`src/hw/conv_host_pkg.sv`:
```
// constants and carrier types for the host that runs the subranging converter
// assumes a 250 MHz clock_i and converter pins already synchronous to it
package conv_host_pkg;

  // ---------------------------------------------------------------------------
  // timing
  // ---------------------------------------------------------------------------
  localparam int CLK_PERIOD_PS   = 4000;
  localparam int FAST_FALL_NS    = 30;   // fast grade longest high time
  localparam int SLOW_FALL_NS    = 50;   // slow grade longest high time
  localparam int SETTLE_NS       = 200;  // input settling before third flash
  // longest times round down
  localparam int FAST_HIGH_CYC   = (FAST_FALL_NS * 1000) / CLK_PERIOD_PS;
  localparam int SLOW_HIGH_CYC   = (SLOW_FALL_NS * 1000) / CLK_PERIOD_PS;
  localparam int SETTLE_CYC      = (SETTLE_NS * 1000) / CLK_PERIOD_PS;
  localparam int DAV_TIMEOUT_CYC = 1024; // give up waiting for data-valid

  // ---------------------------------------------------------------------------
  // result coding
  // ---------------------------------------------------------------------------
  localparam int          CODE_W      = 12;
  localparam int          CODE_MSB    = 11;
  localparam logic [11:0] CODE_ONES   = 12'hFFF;
  localparam logic [11:0] CODE_ZEROS  = 12'h000;
  localparam logic [11:0] BIPOLAR_MID = 12'h7FF;

  typedef enum logic [1:0] {
    RANGE_OVER_HIGH,
    RANGE_OVER_LOW,
    RANGE_IN
  } range_class_t;

  // one captured conversion as it travels through the buffer
  typedef struct packed {
    logic [11:0] code;         // offset binary or unipolar
    logic [11:0] code_twos;    // top bit taken from inverted pin
    logic        over_range;
    logic        over_high;
    logic        timeout;
  } sample_t;

  localparam int SAMPLE_W = $bits(sample_t);

endpackage : conv_host_pkg

```
`src/hw/sample_fifo.sv`:
```
// synchronous fifo for captured conversion results
// assumes one clock; width and depth shape the storage
module sample_fifo #(
  parameter int WIDTH = 8,
  parameter int DEPTH = 16
) (
  input  wire logic             clock_i,
  input  wire logic             rstn_i,
  input  wire logic [WIDTH-1:0] in_data_i,
  input  wire logic             in_valid_i,
  output logic                  in_ready_o,
  output logic      [WIDTH-1:0] out_data_o,
  output logic                  out_valid_o,
  input  wire logic             out_ready_i
);

  localparam int AW = $clog2(DEPTH);

  // ---------------------------------------------------------------------------
  // storage and pointers
  // ---------------------------------------------------------------------------
  logic [WIDTH-1:0] mem_q [DEPTH];
  logic [AW-1:0]    wr_q, wr_d, rd_q, rd_d;
  logic [AW:0]      cnt_q, cnt_d;
  logic             push, pop;

  assign in_ready_o  = (cnt_q != (AW+1)'(DEPTH));
  assign out_valid_o = (cnt_q != '0);
  assign out_data_o  = mem_q[rd_q];
  assign push        = in_valid_i && in_ready_o;
  assign pop         = out_valid_o && out_ready_i;

  // pointer arithmetic wraps at depth so non power of two depths work
  always_comb begin
    wr_d  = wr_q;
    rd_d  = rd_q;
    cnt_d = cnt_q;
    if (push) begin
      wr_d = (wr_q == AW'(DEPTH-1)) ? '0 : wr_q + AW'(1);
    end
    if (pop) begin
      rd_d = (rd_q == AW'(DEPTH-1)) ? '0 : rd_q + AW'(1);
    end
    if (push && !pop) begin
      cnt_d = cnt_q + (AW+1)'(1);
    end else if (pop && !push) begin
      cnt_d = cnt_q - (AW+1)'(1);
    end
  end

  always_ff @(posedge clock_i or negedge rstn_i) begin
    if (!rstn_i) begin
      wr_q  <= '0;
      rd_q  <= '0;
      cnt_q <= '0;
    end else begin
      wr_q  <= wr_d;
      rd_q  <= rd_d;
      cnt_q <= cnt_d;
    end
  end

  // data array has no reset; only valid entries are ever read out
  always_ff @(posedge clock_i) begin
    if (push) begin
      mem_q[wr_q] <= in_data_i;
    end
  end

  a_fifo_bound: assert property (@(posedge clock_i) disable iff (!rstn_i)
    cnt_q <= (AW+1)'(DEPTH)) else $error("fifo count above depth");

endmodule : sample_fifo

```
`src/hw/conv_host.sv`:
```
// host controller that issues start strobes and captures results
// assumes converter pins arrive synchronous to clock_i; no software registers
module conv_host #(
  parameter int  DEPTH         = 16,
  parameter bit  SLOW_GRADE    = 1'b0,  // 0 fast grade, 1 slow grade
  parameter bit  CAPTURE_PREV  = 1'b0,  // capture on data-valid fall instead
  parameter int  TIMEOUT_CYC   = conv_host_pkg::DAV_TIMEOUT_CYC
) (
  input  wire logic                          clock_i,
  input  wire logic                          rstn_i,
  // user side
  input  wire logic                          start_req_i,  // level: convert while high
  output logic                               busy_o,
  output logic                               settle_ok_o,  // third flash reached
  output conv_host_pkg::sample_t             sample_o,
  output logic                               sample_valid_o,
  input  wire logic                          sample_ready_i,
  output logic                               overflow_o,
  // converter pins
  output logic                               conversion_start_strobe_o,
  input  wire logic                          data_valid_strobe_i,
  input  wire logic                          over_range_flag_i,
  input  wire logic [11:0]                   data_i,
  input  wire logic                          msb_inv_i
);

  localparam int HIGH_CYC = SLOW_GRADE ? conv_host_pkg::SLOW_HIGH_CYC : conv_host_pkg::FAST_HIGH_CYC;

  typedef enum logic [1:0] {
    ST_IDLE,
    ST_PULSE,
    ST_WAIT_DAV,
    ST_WAIT_FALL
  } state_t;

  // ---------------------------------------------------------------------------
  // classification of a captured word
  // ---------------------------------------------------------------------------
  function automatic conv_host_pkg::range_class_t classify(input logic over_range_flag, input logic [11:0] code);
    if (!over_range_flag) begin
      classify = conv_host_pkg::RANGE_IN;
    end else if (code == conv_host_pkg::CODE_ONES) begin
      classify = conv_host_pkg::RANGE_OVER_HIGH;
    end else begin
      classify = conv_host_pkg::RANGE_OVER_LOW;
    end
  endfunction : classify

  // ---------------------------------------------------------------------------
  // sequencer state
  // ---------------------------------------------------------------------------
  state_t      state_q, state_d;
  logic [10:0] cnt_q, cnt_d;
  logic        strobe_q, strobe_d;
  logic        dav_q, dav_d;
  logic        settle_q, settle_d;
  logic        ovf_q, ovf_d;
  logic        cap_ev, dav_rise, dav_fall, timed_out;
  logic        fifo_ready;
  conv_host_pkg::sample_t       cap_word;
  conv_host_pkg::range_class_t  cls;

  assign dav_rise  = data_valid_strobe_i && !dav_q;
  assign dav_fall  = !data_valid_strobe_i && dav_q;
  assign timed_out = (state_q == ST_WAIT_DAV) && (cnt_q == 11'(TIMEOUT_CYC - 1));
  // capture edge chosen at build time; previous-data mode grabs on the fall
  assign cap_ev    = CAPTURE_PREV ? dav_fall : dav_rise;
  assign cls       = classify(over_range_flag_i, data_i);

  // assemble the word at capture time; twos complement uses inverted top pin
  always_comb begin
    cap_word            = '0;
    cap_word.code       = data_i;
    cap_word.code_twos  = {msb_inv_i, data_i[10:0]};
    cap_word.over_range = over_range_flag_i;
    cap_word.over_high  = (cls == conv_host_pkg::RANGE_OVER_HIGH);
    cap_word.timeout    = timed_out;
  end

  // next state; a new pulse only starts when the buffer has room
  always_comb begin
    state_d  = state_q;
    cnt_d    = cnt_q;
    strobe_d = 1'b0;
    dav_d    = data_valid_strobe_i;
    settle_d = settle_q;
    ovf_d    = ovf_q;
    case (state_q)
      ST_IDLE: begin
        settle_d = 1'b0;
        // a start only once data-valid is low again, so no edge lands mid conversion
        if (start_req_i && fifo_ready && !data_valid_strobe_i) begin
          state_d  = ST_PULSE;
          cnt_d    = '0;
          strobe_d = 1'b1;
        end
      end
      ST_PULSE: begin
        // drop well inside the window so no edge lands in the final stages
        if (cnt_q == 11'(HIGH_CYC - 2)) begin
          state_d = ST_WAIT_DAV;
          cnt_d   = '0;
        end else begin
          strobe_d = 1'b1;
          cnt_d    = cnt_q + 11'd1;
        end
      end
      ST_WAIT_DAV: begin
        cnt_d = cnt_q + 11'd1;
        if (cnt_q == 11'(conv_host_pkg::SETTLE_CYC - HIGH_CYC)) begin
          settle_d = 1'b1;
        end
        if (dav_rise || timed_out) begin
          state_d = ST_WAIT_FALL;
        end
      end
      ST_WAIT_FALL: begin
        if (!data_valid_strobe_i) begin
          state_d = ST_IDLE;
        end
      end
      default: begin
        state_d = ST_IDLE;
      end
    endcase
    if (cap_ev && !fifo_ready) begin
      ovf_d = 1'b1;
    end
  end

  always_ff @(posedge clock_i or negedge rstn_i) begin
    if (!rstn_i) begin
      state_q  <= ST_IDLE;
      cnt_q    <= '0;
      strobe_q <= 1'b0;
      dav_q    <= 1'b0;
      settle_q <= 1'b0;
      ovf_q    <= 1'b0;
    end else begin
      state_q  <= state_d;
      cnt_q    <= cnt_d;
      strobe_q <= strobe_d;
      dav_q    <= dav_d;
      settle_q <= settle_d;
      ovf_q    <= ovf_d;
    end
  end

  assign conversion_start_strobe_o = strobe_q;
  assign busy_o                    = (state_q != ST_IDLE);
  assign settle_ok_o               = settle_q;
  assign overflow_o                = ovf_q;

  // ---------------------------------------------------------------------------
  // result buffer
  // ---------------------------------------------------------------------------
  sample_fifo #(
    .WIDTH (conv_host_pkg::SAMPLE_W),
    .DEPTH (DEPTH)
  ) u_fifo (
    .clock_i     (clock_i),
    .rstn_i      (rstn_i),
    .in_data_i   (cap_word),
    .in_valid_i  (cap_ev || timed_out),
    .in_ready_o  (fifo_ready),
    .out_data_o  (sample_o),
    .out_valid_o (sample_valid_o),
    .out_ready_i (sample_ready_i)
  );

  // ---------------------------------------------------------------------------
  // checks
  // ---------------------------------------------------------------------------
  logic [7:0] high_run_q, high_run_d;
  logic [7:0] since_q, since_d;

  // helper counters: strobe high run, and cycles since the sequencer left idle
  // the since counter saturates so a long timeout cannot wrap it into a false match
  always_comb begin
    high_run_d = strobe_q ? high_run_q + 8'h01 : 8'h00;
    since_d    = since_q;
    if (state_q == ST_IDLE) begin
      since_d = 8'h00;
    end else if (since_q != 8'hFF) begin
      since_d = since_q + 8'h01;
    end
  end

  always_ff @(posedge clock_i or negedge rstn_i) begin
    if (!rstn_i) begin
      high_run_q <= '0;
      since_q    <= '0;
    end else begin
      high_run_q <= high_run_d;
      since_q    <= since_d;
    end
  end

  a_strobe_width: assert property (@(posedge clock_i) disable iff (!rstn_i)
    high_run_q < 8'(HIGH_CYC)) else $error("start strobe high too long");
  a_strobe_pulse: assert property (@(posedge clock_i) disable iff (!rstn_i)
    $rose(strobe_q) |=> strobe_q) else $error("start strobe not a pulse");
  a_strobe_fall: assert property (@(posedge clock_i) disable iff (!rstn_i)
    $rose(strobe_q) |-> ##[1:12] !strobe_q) else $error("start strobe did not fall");
  a_no_restart: assert property (@(posedge clock_i) disable iff (!rstn_i)
    (state_q == ST_WAIT_DAV) |-> !strobe_d) else $error("restart before data-valid");
  a_capture_push: assert property (@(posedge clock_i) disable iff (!rstn_i)
    (cap_ev && fifo_ready) |=> sample_valid_o) else $error("capture lost");
  a_twos_bit: assert property (@(posedge clock_i) disable iff (!rstn_i)
    cap_word.code_twos[10:0] == cap_word.code[10:0]) else $error("twos code low bits differ");
  a_range_flag: assert property (@(posedge clock_i) disable iff (!rstn_i)
    cap_word.over_high |-> cap_word.over_range) else $error("over high without flag");
  a_settle_time: assert property (@(posedge clock_i) disable iff (!rstn_i)
    $rose(settle_q) |-> $past(state_q) == ST_WAIT_DAV) else $error("settle outside wait");
  a_settle_delay: assert property (@(posedge clock_i) disable iff (!rstn_i)
    $rose(settle_q) |-> since_q == 8'(conv_host_pkg::SETTLE_CYC)) else $error("settle flag off its delay");

  c_conversion: cover property (@(posedge clock_i) disable iff (!rstn_i)
    $rose(strobe_q) ##[1:300] dav_rise);
  c_over_range: cover property (@(posedge clock_i) disable iff (!rstn_i) cap_ev && over_range_flag_i);
  c_fifo_full:  cover property (@(posedge clock_i) disable iff (!rstn_i) !fifo_ready);
  c_timeout:    cover property (@(posedge clock_i) disable iff (!rstn_i) timed_out);
  c_settle:     cover property (@(posedge clock_i) disable iff (!rstn_i) $rose(settle_q));

endmodule : conv_host

```
`config.mk`:
```
export PLATFORM = sky130hd
export DESIGN_NAME = conv_host
export DESIGN_NICKNAME = d
export VERILOG_FILES = /design/src/hw/conv_host_pkg.sv /design/src/hw/sample_fifo.sv /design/src/hw/conv_host.sv
export SDC_FILE = /design/constraint.sdc
export NUM_CORES = 1
export LEC_CHECK = 0
export BUFFER_PORTS_ARGS = -buffer_cell sky130_fd_sc_hd__buf_4
export CAP_MARGIN = 10
export CORE_AREA = 2 2 150 152
export DETAILED_ROUTE_END_ITERATION = 8
export DIE_AREA = 0 0 152 154
export GPL_ROUTABILITY_DRIVEN = 0
export PLACE_DENSITY = 0.76
export SLEW_MARGIN = 30
export SYNTH_ARGS = -nofsm -noshare
export SYNTH_HDL_FRONTEND = slang
export SYNTH_SLANG_ARGS = --single-unit
```
`constraint.sdc`:
```
create_clock -name clock_i -period 3.17 [get_ports clock_i]
set_input_delay 0.1585 -clock clock_i [delete_from_list [all_inputs] [get_ports clock_i]]
set_output_delay 0.1585 -clock clock_i [all_outputs]
set_load 0.005 [all_outputs]
```
Yosys cells after proc, flatten, opt, wreduce, memory -nomap -nowiden
Memory sizes are Yosys's and may differ from the RTL's.
Cells that the tools add are included.
- eq/ne operators: 15
- muxes and demuxes: 21
- add/subtract/negate cells: 5
- reductions and logical operators: 25
- operators by type and width (operator ; number):
    $pmux 11 s3 ; 1
    $mux 11 ; 2
    $eq 12x12->1 const B ; 1
    $add 11x1->11 const B ; 1
    $eq 11x10->1 const B ; 1
    $eq 11x3->1 const B ; 1
    $eq 11x6->1 const B ; 1
    $mux 2 ; 5
    $mux 5 ; 2
    $logic_and 1x1->1 ; 9
    $add 4x1->4 const B ; 2
    $eq 4x4->1 const B ; 2
    $mux 4 ; 2
    $pmux 2 s4 ; 1
    $mux 1 ; 6
    $ne 2x2->1 const B ; 3
    $reduce_bool 2->1 ; 3
    $add 5x1->5 const B ; 1
    $logic_not 1->1 ; 5
    $ne 5x5->1 const B ; 1
    $reduce_bool 5->1 ; 1
    $sub 5x1->5 const B ; 1
    $eq 2x2->1 const B ; 2
    $logic_not 2->1 ; 2
    other kinds (7) ; 10
- memories kept: 1
- flip-flop bits (word level): 30
- memory bits (writable): 432
- logic and storage cells: 76
- memory list (name ; words ; width ; rd ports ; clocked after memory_dff ; write ports ; RTL line ; text):
    u_fifo.mem_q ; 16 ; 27 ; 1 ; 0 ; 1 ; sample_fifo.sv:22 ; logic [WIDTH-1:0] mem_q [DEPTH];

Longest topological paths before layout
- depth after elaboration: 8
- gate-level depth with buffers: 14
- mapped depth without buffers: 12

By module
From an unflattened synthesis, not the netlist that was laid out.
- cells, all modules: 924
- area total of the unflattened synthesis: 18363.9 µm²
- by module, submodules not included (module ; cells each ; area each (µm²) ; instances):
    sample_fifo ; 818 ; 17337.9 ; 1
    conv_host ; 106 ; 1026.0 ; 1

Worst setup path after synthesis
No wires, ideal clock.
- path type: register to register
- start: register cnt_q[0]
- end: memory u_fifo.mem_q[0][0] in the netlist's numbering, enable pin
- setup slack: 0.065 ns
- setup time: 0.409 ns
- arrival: 2.695 ns
- required time: 2.761 ns
- cell stages (with the launch flop): 8
- path buffers: 1
- cells stage by stage: dfrtp_1 > ha_1 > nand4_1 > o41ai_1 > and2_1 > buf_2 > nand2_1 > nor3_1
- word-level cells in the longest chain between the ends: 6
- ends and longest elaborated chain (item ; RTL line ; text):
    start: declaration ; conv_host.sv:53 ; logic [10:0] cnt_q, cnt_d;
    start signal: assignment ; conv_host.sv:141 ; cnt_q <= cnt_d;
    $eq 11x10->1 ; conv_host.sv:65 ; assign timed_out = (state_q == ST_WAIT_DAV) && (cnt_q == 11'(TIMEOUT_CYC - 1));
    $logic_and 1x1->1 ; conv_host.sv:65 ;
    $logic_or 1x1->1 ; conv_host.sv:164 ; .in_valid_i (cap_ev || timed_out),
    $logic_and 1x1->1 ; sample_fifo.sv:30 ; assign push = in_valid_i && in_ready_o;
    named net u_fifo.push ; sample_fifo.sv:25 ; logic push, pop;
    $mux 1 ; sample_fifo.sv:65 ; if (push) begin
    $mux 1 (not written as such) ; sample_fifo.sv:66 ; mem_q[wr_q] <= in_data_i;
    end: declaration ; sample_fifo.sv:22 ;
The timed path passes the listed nets, and every way through them passes these cells.

==> out/qor.csv <==
stage,metric,value,unit
drt,post_drt_wl_per_cell,23.77,µm
logic_synthesis,synth_fp_nets,700,
layout,synthToLayoutAreaGrowth,16.61,%
worst_setup_path,worst-r2r-setup-slack,210,ps
worst_setup_path,critPathLaunchType,flip-flop,
layout,layout-drive-gt1-share,26.50,%
logic_synthesis,synth_seq_cells,286,
logic_synthesis,synthArstFlopShare,10.49,%
layout,final_cells,1061,
clock_tree,htreeDepth,1,
logic_synthesis,synth.avg_cell_area,17.74,µm²
job,max_cap_violations,0,
timing,maxSlewViolCount,0,
power_and_ir_drop,peakVddDrop,0.0005374,V
hold_path,min_to,conversion_start_strobe_o,
layout,layout_commonest_cell,edfxtp_1,
logic_synthesis,syn_area,11780,µm²
clock_tree,cts_tree,built,
logic_synthesis,synth-simple-area-share,5.109,%
global_routing,grt_pass1_vias,6603,
hold_path,hold_path_class,primary input to flip-flop,
floorplanning,die_y,154,µm
layout,fill_cells,1457,
floorplanning,ios,51,
logic_synthesis,synth_seq_area_share,71.63,%
hold_path,min_from,start_req_i,
logic_synthesis,yosys.area_share.xor_xnor,0.4461,%
drt,remaining_drc_errors,0,
drt,finalWirelength,25220,µm
timing,fin_skew,13.79,ps
clock_tree,path_clk_slew,60,ps
power_and_ir_drop,p_leak,4.789,nW
placement,port_buffers,50,
logic_synthesis,yosysWarningCount,0,
global_routing,antenna_found_initial,0,
timing,tightest_slew,944.0,ps
floorplanning,rows,54,
logic_synthesis,synth-edff-count,256,
global_routing,grt_overflow,0,
logic_synthesis,synth_compound_area_share,6.330,%
drt,drtPass1Iterations,6,
logic_synthesis,synthAdderAreaFrac,1.869,%
floorplanning,start_util,54.32,%
logic_synthesis,muxShareOfSynthArea,12.32,%
timing,max_freq,334.1,MHz
worst_setup_path,crit_fanout,35,
clock_tree,cts_buffer_depth,3,
timing,rsz0062_at_grt,no,
timing,setup_viol,0,
layout,final_nets,795,
timing,max-slew-margin-rel,37.07,%
timing,timing.final.hold_violations,0,
drt,drt_iter0_drc,483,
power_and_ir_drop,power,11.72,mW
floorplanning,die_w,152,µm
clock_tree,clock_latency,540,ps
timing,post-route-period-util,94.42,%
global_routing,track_usage,21.75,%
layout,stdcell_area,13740,µm²
placement,placed_cell_area,12640,µm²
timing,tns,0,ps
worst_setup_path,r2r-end,u_fifo.cnt_q[4],
hold_path,hold_depth,5,
drt,avgViaCountPerCell,6.144,
worst_setup_path,critPathKind,flip-flop to primary output,
placement,place_inst,990,
worst_setup_path,rr_startpoint,cnt_q[1],
outcome,status,"complete, no violations",
drt,dr_total_vias,6519,
layout,final_util,63.34,%
worst_setup_path,worstSetupEndpointType,primary output,
clock_tree,cts_sinks,286,
global_routing,grt_pass1_wl,38940,µm
clock_tree,root_buffer,clkbuf_16,
timing,period_needed,2993,ps
global_routing,grt_max_degree,36,
logic_synthesis,ys_types,54,
worst_setup_path,reg2reg_depth,11,
worst_setup_path,cp.arrival,2830,ps
floorplanning,dieArea,23410,µm²
floorplanning,core_area,21690,µm²
layout,diodes,0,
worst_setup_path,critPathRequiredTime,3010,ps
logic_synthesis,ys.flop_type,edfxtp_1,
layout,final_cell_mix,"edfxtp_1, buf_4, mux4_2",
power_and_ir_drop,power.density,853.3,nW/µm²
logic_synthesis,postSynthCellCount,664,
placement,hpwl,15250,µm
clock_tree,numCtsBuffers,28,
drt,antenna_left,0,
logic_synthesis,synth_top_family_by_area,multiplexers,
[worst max-delay path: stages (launching register included)]
cell and delay [ps]:
dfrtp_4 670, buf_12 320, mux4_2 560, nor2b_1 160, o21ai_0 280, nand2_1 130
buf_4 150
[report_power, final]
group          switching [mW]  leakage [nW]  internal (mW)
sequential              0.313          2.70           4.38
combinational            1.93          1.66           1.92
clock                    1.37         0.432           1.82
total                    3.61          4.79           8.12
[layout make-up]
cell class	count	area (µm²)	share of cell area [%]
flip-flops and latches	286	8443	61.46
multi-input cells	323	3114	22.67
repair buffers	107	895.9	6.522
clock buffers	31	733.2	5.337
well taps	280	350.3	2.550
clock inverters	21	151.4	1.102
inverters	13	48.80	0.3552
[what timing repair did]
item | in CTS | in global routing
buffers inserted | 0 | 2
resized for setup | 0 | 3
setup endpoints to repair | 0 | 2
hold buffers | 17 | 0
hold endpoints to repair | 256 | 0
[sequential cells by signal (all words and copies together) (netlist names)]
register,count
state_q,2
cnt_q,11
dav_q,1
u_fifo.cnt_q,5
settle_ok_o,1
conversion_start_strobe_o,1
u_fifo.rd_q,4
overflow_o,1
u_fifo.wr_q,4
u_fifo.mem_q,256
[through the flow]
| step | setup slack (ps) | hold slack, ps |
|---|---|---|
| floorplan | 65.34 | -137.1 |
| global placement | 307.5 | 104.2 |
| detailed placement | 143.8 | 112.3 |
| CTS | 18.87 | 28.17 |
| global route | 12.93 | 87.86 |
| finish | 177.0 | 48.10 |
[how the worst max path moves through the flow]
stage	end	startpoint	depth (start not counted)	slack, ps
floorplan	u_fifo.mem_q[0][0]	cnt_q[0]	7	70
global placement	u_fifo.cnt_q[4]	cnt_q[0]	11	310
detailed placement	u_fifo.cnt_q[4]	cnt_q[0]	11	140
CTS	u_fifo.cnt_q[4]	cnt_q[0]	11	20
global route	u_fifo.cnt_q[4]	cnt_q[1]	11	10
finish	sample_o[15]	u_fifo.rd_q[0]	6	180
[logic make-up (layout without fill, tap and decap cells)]
family                     Yosys count  after routing
xor gates and xnor gates             6              6
muxes                               84             84
adders and majority gates           17             17
and+or+nand+nor                    115            115
AOI/OAI and AO/OA                  101            101
DFF                                286            286
buffers and inverters               55            172
[per-layer routing]
layer,wire length [µm],up-vias,global-route usage [%]
met2,12550,317,36.79
met3,2009,69,4.228
met4,716,0,6.587
li1,-,2829,-
met5,0,-,0
met1,9940,3304,28.99
[cells in the mapped netlist (all sizes together), types with 12 or more instances]
library cell    n  area (µm²)
clkbuf         17       63.81
dfrtp          30       750.7
edfxtp        256        7687
mux4           48        1081
buf            25       157.6
nand2          30       115.1
a21o           12       90.09
nor2b          19       118.9
mux2i          28       280.3
inv            13       48.80
nor2           23       86.33
o21ai          32       160.2
ha             16       200.2
(Power assumes the default switching activity.)
